File: src/hdl/piet_pkg.sv
// Package for the priority interrupt and event transfer block.
// Assumes one clock (mclk, 100 MHz) and an APB register port.
package piet_pkg;

   // ***
   // Sizes
   // ***
   localparam int NODES      = 16;            // Interrupt nodes
   localparam int NODE_W     = 4;             // Node index width
   localparam int PRIO_W     = 4;             // Sixteen priority levels
   localparam int CHANS      = 8;             // Event transfer channels
   localparam int CHAN_W     = 3;             // Channel index width
   localparam int TRAP_W     = 7;             // Trap number width

   // ***
   // Node control word layout
   // ***
   localparam int NC_PRIO_LSB  = 0;           // Priority field bits 3:0
   localparam int NC_CHAN_LSB  = 4;           // Channel field bits 6:4
   localparam int NC_ROUTE_BIT = 7;           // 1 = event transfer route
   localparam int NC_EN_BIT    = 8;           // Enable flag
   localparam int NC_REQ_BIT   = 9;           // Request flag

   // ***
   // Channel control word layout
   // ***
   localparam int CC_CNT_LSB   = 0;           // Counter bits 7:0
   localparam int CC_CNT_W     = 8;           // Counter width
   localparam int CC_WORD_BIT  = 8;           // 1 = word transfer
   localparam int CC_SINC_BIT  = 9;           // Increment source
   localparam int CC_DINC_BIT  = 10;          // Increment destination
   localparam int CC_CONT_BIT  = 11;          // Continuous mode

   // ***
   // Register map (byte addresses)
   // ***
   localparam logic [11:0] A_NODE   = 12'h000; // Node ctl, 16 words
   localparam logic [11:0] A_CCTL   = 12'h040; // Channel ctl, 8 words
   localparam logic [11:0] A_SRC    = 12'h060; // Source ptr, 8 words
   localparam logic [11:0] A_DST    = 12'h080; // Dest ptr, 8 words
   localparam logic [11:0] A_STAT   = 12'h0A0; // Sticky event status
   localparam logic [11:0] A_MASK   = 12'h0A4; // Interrupt mask
   localparam logic [11:0] A_EXTCFG = 12'h0A8; // Edge select, 2 bits/pin
   localparam logic [11:0] A_CORE   = 12'h0AC; // Running level (read)

   // ***
   // Edge modes and status bits
   // ***
   localparam logic [1:0] EDGE_RISE = 2'h1;   // Rising only
   localparam logic [1:0] EDGE_FALL = 2'h2;   // Falling only
   localparam logic [1:0] EDGE_BOTH = 2'h3;   // Both edges
   localparam int ST_VEC  = 0;                // Vector taken
   localparam int ST_XFER = 1;                // Transfer done
   localparam int ST_EOC  = 2;                // Counter reached zero

   // ***
   // Timing
   // ***
   localparam int CLK_MHZ      = 100;          // mclk rate
   localparam int RESP_CYCLES  = 8;            // Typical response, cycles

   // ***
   // Types
   // ***
   typedef enum logic [1:0] {
      S_IDLE = 2'h0,                           // Waiting
      S_ARB  = 2'h1,                           // Winner latched
      S_XFER = 2'h3,                           // Bus cycle stolen
      S_VEC  = 2'h2                            // Vector issued
   } piet_state_type;

   typedef struct packed {
      logic        valid;                      // Transfer request
      logic        word;                       // Word size
      logic [23:0] src;                        // Source address
      logic [23:0] dst;                        // Destination address
   } piet_xfer_type;

endpackage

File: src/hdl/piet_top.sv
// Interrupt arbiter, vectoring and eight-channel event transfer engine.
// Assumes a core that acks vectors and grants stolen bus cycles.
// Functional notes
// - Each node has request, enable, priority
// - Sixteen priority levels per node
// - Preempt service only for higher priority
// - Each node has distinct vector location
// - Standard service redirects core to vector
// - Respond within eight clocks typically
// - Software routes node to controller or engine
// - Event transfer steals one cycle only
// - Move byte/word, increment pointers as configured
// - Decrement counter unless continuous mode
// - Counter zero raises node's standard interrupt (here the forced vector goes to whichever node wins arbitration next)
// - Eight channels with own pointers, counters
// - Fast inputs detect rise, fall, both
// - Trap number enters matching service
// - Software-set request acts like hardware
//
// Added by the designer: the placing of the registers and the APB interface to the registers.
`timescale 1ns/1ps
module piet_top #(
   parameter logic [23:0] VEC_BASE = 24'h000040, // Vector table base
   parameter int          EXT_PINS = 4           // Fast external inputs
) (
   input  wire logic                              mclk,        // Clock
   input  wire logic                              reset,       // Async reset
   input  wire logic [11:0]                       paddr,       // APB address
   input  wire logic                              psel,        // APB select
   input  wire logic                              penable,     // APB enable
   input  wire logic                              pwrite,      // APB write
   input  wire logic [31:0]                       pwdata,      // APB wdata
   output logic      [31:0]                       prdata,      // APB rdata
   output logic                                   pready,      // APB ready
   output logic                                   pslverr,     // APB error
   input  wire logic [piet_pkg::NODES-1:0]        periph_req,  // Source pulses
   input  wire logic [EXT_PINS-1:0]               ext_pin,     // Fast inputs
   input  wire logic                              trap_valid,  // Trap pulse
   input  wire logic [piet_pkg::TRAP_W-1:0]       trap_num,    // Trap number
   output logic                                   vec_req,     // Vector request
   output logic      [23:0]                       vec_addr,    // Vector address
   output logic      [piet_pkg::PRIO_W-1:0]       vec_level,   // Service level
   input  wire logic                              vec_ack,     // Core accepted
   input  wire logic                              svc_return,  // Service ended
   output logic                                   xfer_req,    // Steal request
   output piet_pkg::piet_xfer_type                xfer,        // Transfer info
   input  wire logic                              xfer_grant,  // Cycle granted
   output logic                                   irq          // Status irq
);

   // ***
   // Declarations
   // ***
   localparam int N = piet_pkg::NODES; // Node count
   localparam int C = piet_pkg::CHANS; // Channel count
   logic [9:0]  node_r [N]; // Node control words
   logic [11:0] cctl_r [C]; // Channel control words
   logic [23:0] src_r  [C]; // Source pointers
   logic [23:0] dst_r  [C]; // Destination pointers
   logic [2:0]  stat_r; // Sticky status
   logic [2:0]  mask_r; // Status mask
   logic [2*EXT_PINS-1:0] edge_cfg_r; // Edge selects
   logic [EXT_PINS-1:0] ext_s1_r; // Sync stage 1
   logic [EXT_PINS-1:0] ext_s2_r; // Sync stage 2
   logic [EXT_PINS-1:0] ext_d_r; // Previous level
   logic [EXT_PINS-1:0] ext_hit; // Edge detected
   logic [N-1:0] hw_set; // Per node hardware set
   logic [4:0]  run_level_r; // Running level, 16 = none
   logic [4:0]  stack_r [N]; // Saved levels
   logic [3:0]  sp_r; // Stack depth
   piet_pkg::piet_state_type st_r; // Engine state
   logic [3:0]  win_node_r; // Latched winner
   logic        win_found; // Arbiter hit
   logic [3:0]  win_node; // Arbiter result
   logic [3:0]  win_prio; // Winner level
   logic        force_vec_r; // Counter reached zero
   logic        wr_en; // APB write strobe
   logic        rd_en; // APB read strobe
   logic [2:0]  wch; // Winner channel
   logic [11:0] wcc; // Winner channel word
   logic        accept; // Request accepted

   // ***
   // APB slave
   // ***
   assign pready  = 1'b1;                      // Zero wait states
   assign pslverr = 1'b0;                      // Unmapped reads zero
   assign wr_en   = psel & penable & pwrite;   // Write at access edge
   assign rd_en   = psel & ~pwrite;            // Read data during setup

   // Read mux registered from setup phase
   always_ff @(posedge mclk or posedge reset)
   begin
      if (reset)
      begin
         prdata <= 32'h00000000;
      end
      else if (rd_en && !penable)
      begin
         prdata <= 32'h00000000;               // Default for unmapped
         if (paddr < piet_pkg::A_CCTL)
            prdata <= {22'h000000, node_r[paddr[5:2]]};
         else if (paddr < piet_pkg::A_SRC)
            prdata <= {20'h00000, cctl_r[paddr[4:2]]};
         else if (paddr < piet_pkg::A_DST)
            prdata <= {8'h00, src_r[paddr[4:2]]};
         else if (paddr < piet_pkg::A_STAT)
            prdata <= {8'h00, dst_r[paddr[4:2]]};
         else if (paddr == piet_pkg::A_STAT)
            prdata <= {29'h00000000, stat_r};
         else if (paddr == piet_pkg::A_MASK)
            prdata <= {29'h00000000, mask_r};
         else if (paddr == piet_pkg::A_EXTCFG)
            prdata <= 32'(edge_cfg_r);
         else if (paddr == piet_pkg::A_CORE)
            prdata <= {27'h0000000, run_level_r};
      end
   end

   // ***
   // Fast external inputs
   // ***
   // Two-stage synchroniser, then edge compare
   always_ff @(posedge mclk or posedge reset)
   begin
      if (reset)
      begin
         ext_s1_r <= '0;
         ext_s2_r <= '0;
         ext_d_r  <= '0;
      end
      else
      begin
         ext_s1_r <= ext_pin;
         ext_s2_r <= ext_s1_r;
         ext_d_r  <= ext_s2_r;
      end
   end

   // Edge type per pin
   genvar gi;
   generate
      for (gi = 0; gi < EXT_PINS; gi++)
      begin : g_edge
         assign ext_hit[gi] =
            (edge_cfg_r[2*gi+:2] == piet_pkg::EDGE_RISE &&  ext_s2_r[gi] && !ext_d_r[gi]) ||
            (edge_cfg_r[2*gi+:2] == piet_pkg::EDGE_FALL && !ext_s2_r[gi] &&  ext_d_r[gi]) ||
            (edge_cfg_r[2*gi+:2] == piet_pkg::EDGE_BOTH && (ext_s2_r[gi] != ext_d_r[gi]));
      end
   endgenerate

   // Hardware sets: peripherals, fast pins on top nodes, traps
   always_comb
   begin
      hw_set = periph_req;
      for (int i = 0; i < EXT_PINS; i++)
         hw_set[N-EXT_PINS+i] = hw_set[N-EXT_PINS+i] | ext_hit[i];
      if (trap_valid && trap_num < 7'(N))
         hw_set[trap_num[3:0]] = 1'b1;
   end

   // ***
   // Arbiter
   // ***
   // Highest level wins; ties go to lowest node
   always_comb
   begin
      win_found = 1'b0;
      win_node  = 4'h0;
      win_prio  = 4'h0;
      for (int i = 0; i < N; i++)
      begin
         if (node_r[i][piet_pkg::NC_REQ_BIT] && node_r[i][piet_pkg::NC_EN_BIT] &&
             (run_level_r == 5'h10 || 5'(node_r[i][3:0]) > run_level_r) &&
             (!win_found || node_r[i][3:0] > win_prio))
         begin
            win_found = 1'b1;
            win_node  = 4'(i);
            win_prio  = node_r[i][3:0];
         end
      end
   end

   assign wch    = node_r[win_node_r][6:4];
   assign wcc    = cctl_r[wch];
   assign accept = (st_r == piet_pkg::S_VEC && vec_ack) ||
                   (st_r == piet_pkg::S_XFER && xfer_grant);

   // ***
   // Service sequencer
   // ***
   // Latch winner, then vector or steal one cycle
   always_ff @(posedge mclk or posedge reset)
   begin
      if (reset)
      begin
         st_r        <= piet_pkg::S_IDLE;
         win_node_r  <= 4'h0;
         force_vec_r <= 1'b0;
      end
      else
      begin
         case (st_r)
            piet_pkg::S_IDLE:
               if (win_found)
               begin
                  win_node_r <= win_node;
                  st_r       <= piet_pkg::S_ARB;
               end
            piet_pkg::S_ARB:
               if (node_r[win_node_r][piet_pkg::NC_ROUTE_BIT] && !force_vec_r)
                  st_r <= piet_pkg::S_XFER;
               else
                  st_r <= piet_pkg::S_VEC;
            piet_pkg::S_XFER:
               if (xfer_grant)
               begin
                  st_r <= piet_pkg::S_IDLE;
                  if (!wcc[piet_pkg::CC_CONT_BIT] && wcc[7:0] == 8'h01)
                     force_vec_r <= 1'b1;
               end
            piet_pkg::S_VEC:
               if (vec_ack)
               begin
                  st_r        <= piet_pkg::S_IDLE;
                  force_vec_r <= 1'b0;
               end
            default:
               st_r <= piet_pkg::S_IDLE;
         endcase
      end
   end

   // Core-facing outputs from registers
   always_ff @(posedge mclk or posedge reset)
   begin
      if (reset)
      begin
         vec_req   <= 1'b0;
         vec_addr  <= 24'h000000;
         vec_level <= 4'h0;
         xfer_req  <= 1'b0;
         xfer      <= '0;
      end
      else
      begin
         vec_req   <= (st_r == piet_pkg::S_ARB) &&
                      !(node_r[win_node_r][piet_pkg::NC_ROUTE_BIT] && !force_vec_r) ||
                      (st_r == piet_pkg::S_VEC && !vec_ack);
         vec_addr  <= VEC_BASE + {18'h00000, win_node_r, 2'b00};
         vec_level <= node_r[win_node_r][3:0];
         xfer_req  <= (st_r == piet_pkg::S_ARB) &&
                      node_r[win_node_r][piet_pkg::NC_ROUTE_BIT] && !force_vec_r ||
                      (st_r == piet_pkg::S_XFER && !xfer_grant);
         xfer.valid <= (st_r == piet_pkg::S_ARB) && !force_vec_r &&
                       node_r[win_node_r][piet_pkg::NC_ROUTE_BIT] ||
                       (st_r == piet_pkg::S_XFER && !xfer_grant);
         xfer.word  <= wcc[piet_pkg::CC_WORD_BIT];
         xfer.src   <= src_r[wch];
         xfer.dst   <= dst_r[wch];
      end
   end

   // ***
   // Running level stack
   // ***
   // Push on vector accept, pop on return
   always_ff @(posedge mclk or posedge reset)
   begin
      if (reset)
      begin
         run_level_r <= 5'h10;
         sp_r        <= 4'h0;
         for (int i = 0; i < N; i++)
            stack_r[i] <= 5'h10;
      end
      else if (st_r == piet_pkg::S_VEC && vec_ack)
      begin
         stack_r[sp_r] <= run_level_r;
         sp_r          <= sp_r + 4'h1;
         run_level_r   <= {1'b0, node_r[win_node_r][3:0]};
      end
      else if (svc_return && sp_r != 4'h0)
      begin
         sp_r        <= sp_r - 4'h1;
         run_level_r <= stack_r[sp_r - 4'h1];
      end
   end

   // ***
   // Node control registers
   // ***
   // Set beats software clear; accept clears, except a transfer that empties its counter
   always_ff @(posedge mclk or posedge reset)
   begin
      if (reset)
      begin
         for (int i = 0; i < N; i++)
            node_r[i] <= 10'h000;
      end
      else
      begin
         for (int i = 0; i < N; i++)
         begin
            if (wr_en && paddr < piet_pkg::A_CCTL && paddr[5:2] == 4'(i))
               node_r[i] <= pwdata[9:0];
            if (accept && win_node_r == 4'(i) &&
                !(st_r == piet_pkg::S_XFER && force_vec_r == 1'b0 &&
                  !wcc[piet_pkg::CC_CONT_BIT] && wcc[7:0] == 8'h01))
               node_r[i][piet_pkg::NC_REQ_BIT] <= 1'b0;
            if (hw_set[i])
               node_r[i][piet_pkg::NC_REQ_BIT] <= 1'b1;
         end
      end
   end

   // ***
   // Channel registers
   // ***
   // Software writes, then per-transfer updates
   always_ff @(posedge mclk or posedge reset)
   begin
      if (reset)
      begin
         for (int i = 0; i < C; i++)
         begin
            cctl_r[i] <= 12'h000;
            src_r[i]  <= 24'h000000;
            dst_r[i]  <= 24'h000000;
         end
      end
      else
      begin
         for (int i = 0; i < C; i++)
         begin
            if (wr_en && paddr[11:5] == piet_pkg::A_CCTL[11:5] && paddr[4:2] == 3'(i))
               cctl_r[i] <= pwdata[11:0];
            if (wr_en && paddr[11:5] == piet_pkg::A_SRC[11:5] && paddr[4:2] == 3'(i))
               src_r[i] <= pwdata[23:0];
            if (wr_en && paddr[11:5] == piet_pkg::A_DST[11:5] && paddr[4:2] == 3'(i))
               dst_r[i] <= pwdata[23:0];
            if (st_r == piet_pkg::S_XFER && xfer_grant && wch == 3'(i))
            begin
               if (wcc[piet_pkg::CC_SINC_BIT])
                  src_r[i] <= src_r[i] + (wcc[piet_pkg::CC_WORD_BIT] ? 24'h2 : 24'h1);
               if (wcc[piet_pkg::CC_DINC_BIT])
                  dst_r[i] <= dst_r[i] + (wcc[piet_pkg::CC_WORD_BIT] ? 24'h2 : 24'h1);
               if (!wcc[piet_pkg::CC_CONT_BIT] && wcc[7:0] != 8'h00)
                  cctl_r[i][7:0] <= wcc[7:0] - 8'h01;
            end
         end
      end
   end

   // ***
   // Status, mask and edge config
   // ***
   // Hardware set wins over write-one clear
   always_ff @(posedge mclk or posedge reset)
   begin
      if (reset)
      begin
         stat_r     <= 3'h0;
         mask_r     <= 3'h0;
         edge_cfg_r <= '0;
      end
      else
      begin
         if (wr_en && paddr == piet_pkg::A_MASK)
            mask_r <= pwdata[2:0];
         if (wr_en && paddr == piet_pkg::A_EXTCFG)
            edge_cfg_r <= pwdata[2*EXT_PINS-1:0];
         stat_r <= (stat_r & ~((wr_en && paddr == piet_pkg::A_STAT) ? pwdata[2:0] : 3'h0)) |
                   {force_vec_r && st_r == piet_pkg::S_VEC && vec_ack,
                    st_r == piet_pkg::S_XFER && xfer_grant,
                    st_r == piet_pkg::S_VEC && vec_ack};
      end
   end

   // Level interrupt from unmasked status
   assign irq = |(stat_r & mask_r);

endmodule

File: config.mk
export PLATFORM = sky130hd
export DESIGN_NAME = piet_top
export DESIGN_NICKNAME = d
export VERILOG_FILES = /design/src/hdl/piet_pkg.sv /design/src/hdl/piet_top.sv
export SDC_FILE = /design/constraint.sdc
export NUM_CORES = 2
export LEC_CHECK = 0
export BUFFER_PORTS_ARGS = -buffer_cell sky130_fd_sc_hd__buf_2
export CAP_MARGIN = 20
export CORE_MARGIN = 2
export CORE_UTILIZATION = 51
export DETAILED_ROUTE_END_ITERATION = 7
export PLACE_DENSITY_LB_ADDON = 0.25
export SLEW_MARGIN = 20
export SYNTH_ARGS = -nofsm -noshare
export SYNTH_HDL_FRONTEND = slang
export SYNTH_SLANG_ARGS = --single-unit
File: constraint.sdc
create_clock -name mclk -period 25.8 [get_ports mclk]
set_input_delay 2.58 -clock mclk [delete_from_list [all_inputs] [get_ports mclk]]
set_output_delay 2.58 -clock mclk [all_outputs]
set_load 0.005 [all_outputs]
==> summary.txt <==
STA
  • Period minus WS final: 24600 ps
  • Fin crit share: between 90 and 100%
  • Skew final: 26.31 ps
  • Slew margin rel.: 19.24%
  • Fin. max-slew vios: 0
  • Final setup vio count: 0
  • Peak Freq: about 41 MHz
  • Setup TNS: 0 ps
  • Hold slack: around 350 ps
  • Final Hold Viols: 0
  • Final worst slack: 1200 ps
  • Worst Tran Pin Value: 1207 ps

Final layout
  • Most frequent cells in the layout: 827 x dfrtp_1, 646 x nor2_1, 586 x nand2_1
  • Synth-to-Final Area Change: 9.937%
  • Final net count: around 5.6k
  • Filler cells: between 9k and 10k
  • Commonest non-fill, non-tap cell in the layout: dfrtp_1
  • Layout cells sized above 1: a little under a quarter
  • Post-route design area: 0.06017 mm2

Synthesis
  • Unique cell type count in the Yosys netlist: around 110
  • Synth area leaders: dfrtp_1 38%, mux4_2 14%, mux2_2 6.1%
  • Post-synth top flop: dfrtp_1
  • Syn_area_per_cell: 10.23 um2
  • #FFs+latches synth: approximately 850
  • Seq/Total Area, Yosys: about 39%
  • Number of flops mapped to enable cells by yosys: 0
  • Synthesized instance count: ~5.4k
  • Synth Cell Area: approximately 0.055 mm2
  • Synth async-reset ratio: between 90% and 100%
  • Largest area contributor in the netlist: dfrtp_1
  • Top cell type's share of synthesized area: 37.95%
  • Synth Warn #: 0

Setup path
  • Critical path type: reg2reg
  • Crit path max-delay cell type: dfrtp_1
  • Crit path max fanout: 11
  • R2R Setup Slk: 1200 ps
  • Worst endpoint data arrival time: around 25000 ps
  • Max incr delay on CP: 460 ps
  • Startpoint types: register
  • Worst endpoint required time: 26360 ps
  • Worst path most repeated cell: ha_1
  • Critical Path End Type: register

Placed design
  • Dpl ws: -107.3 ps
  • Placed Area: 0.05654 mm2
  • Routability congestion estimate: around 0.94
  • Detailed placer's ending HPWL: ~130 mm
  • PortBufs: between 150 and 200

CTS
  • CTS tree: done
  • H-tree depth: 3
  • Clock transition at path regs: about 60 ps
  • CTS Sinks: between 800 and 900
  • Number of CTS-inserted buffers: 96
  • Clock Latency Late Sink: roughly 690 ps
  • Root Buffer Master: clkbuf_16
  • Hold-fix buffers at CTS: 0
  • Max Buffers Root-to-Sink: 3

GRT
  • Vias in the first global route: around 45k
  • Total GRT Usage: around a third
  • Overflow after GRT: 0
  • Initial antenna violation count: 4
  • Largest net degree at the start of global routing: 170
  • First-pass GRT wire length: between 200 and 300 mm

Min path
  • Worst hold path type: reg2reg

Power and ir drop
  • Leak Pwr: roughly 26 nW
  • VDD IR max: between 50 and 60 uV
  • Pwr dens: about 55 mW/mm2

Die
  • Starting Density: 51.27%
  • FP Rows: 120
  • Die Y: 331.6 um
  • Top-level port count: between 150 and 200
  • Core area: about 0.11 mm2
  • Chip Width: between 300 and 400 um
  • Die footprint: around 0.11 mm2

Job
  • Max Cap Viol: 0

Route
  • Drt drc: 0
  • First drt pass iteration count: 6
  • Vias: 47.09k
  • Post-route ant nets: 0
  • Starting DRT DRC Count: 5378
  • Avg WL per Cell: between 20 and 30 um
  • Vias/cell: slightly below 7
  • Final wirelength: 188.4 mm

Run status
  • Status: complete, no violations
-- Yosys cell counts (all sizes together) (11+ instances only) --
cell type  number
fa             16
dfrtp         830
nand3b         18
nor4           16
a221o          15
a22o           15
and2           29
o22ai          69
buf           106
or2            36
mux4          350
o221a          31
nand3         142
ha            157
o211ai         25
o31ai          12
nand2         588
nor2b          58
o21ai         271
mux2i         121
a21o           21
a311oi        151
or3            30
and3           91
a221oi         24
mux2          300
nor2          652
nand4          35
a41oi          11
a31oi          19
clkbuf        276
inv           127
dfstp          17
a211oi        201
nand2b         22
a21oi         222
o21a           29
nor3          101
-- sequential cells by signal (all words and copies together), names as in the netlist, 4 cells and up --
name,count
sp_r,4
src_r,192
ext_s1_r,4
vec_level,4
xfer,50
vec_addr,5
win_node_r,4
ext_s2_r,4
ext_d_r,4
edge_cfg_r,8
node_r,160
dst_r,192
run_level_r,5
stack_r,80
cctl_r,96
prdata,24
-- path summary, 6_finish.rpt --
check,from,end,depth (start not counted)
min in group asynchronous,reset,win_node_r[1],2
max,node_r[151],win_node_r[3],130
max in group asynchronous,reset,src_r[141],7
max reg2reg,node_r[151],win_node_r[3],130
min reg2reg,ext_s1_r[2],ext_s2_r[2],0
min,ext_s1_r[2],ext_s2_r[2],0
-- critical path, delay by kind of cell, from the launching register on --
kind	cells	cell delay, ps
AOI/OAI and AO/OA	66	11400
adders and majority gates	16	4840
muxes	7	2240
DFF	1	460
buffers and inverters	6	770
and+or+nand+nor	35	4760
-- kinds of logic after synthesis --
logic type	synth area share, %
compound gates	15.34
xor+xnor	0.1760
fa+ha+maj	4.174
buf+inv	3.783
flops	38.76
mux	22.79
other cells	0.01372
simple gates	14.96
-- per-layer routing --
layer	global-route usage [%]	wire length [um]	up-vias
met4	15.17	10270	0
met1	45.13	72640	23530
met5	0	0	-
met3	8.693	21430	582
met2	51.84	84090	2835
li1	-	-	20140
-- metrics by stage --
step	util (%)	total power, mW	std cells
floorplan	-	1.743	5381
global placement	52.91	1.891	6637
detailed placement	52.96	1.901	6639
CTS	56.02	3.331	6813
global route	56.36	3.428	6843
finish	56.37	3.327	6847
-- what timing repair did --
action | CTS | global route
resized for setup | 1 | 29
setup endpoints to repair | 3 | 4
hold endpoints to repair | 0 | 0
buffers inserted | 1 | 25
pin swaps | 1 | 17
cloned | 0 | 2
-- report_power, final --
part	internal (mW)	switching, mW	total, mW
clock network	0.850	0.590	1.44
logic	0.175	0.317	0.492
registers	1.36	0.0363	1.40
total	2.38	0.943	3.33
-- layout make-up --
class / count / area (um2) / share of cell area (%)
sequential: 847 / 21220 / 35.27
inverter: 128 / 484.2 / 0.8047
antenna: 5 / 12.51 / 0.02079
timing repair buffer: 265 / 1719 / 2.857
clock inverter: 41 / 546.8 / 0.9087
multi-input combinational: 4026 / 31740 / 52.74
tap: 1403 / 1755 / 2.917
clock buffer: 132 / 2699 / 4.485
(Power assumes the default switching activity.)
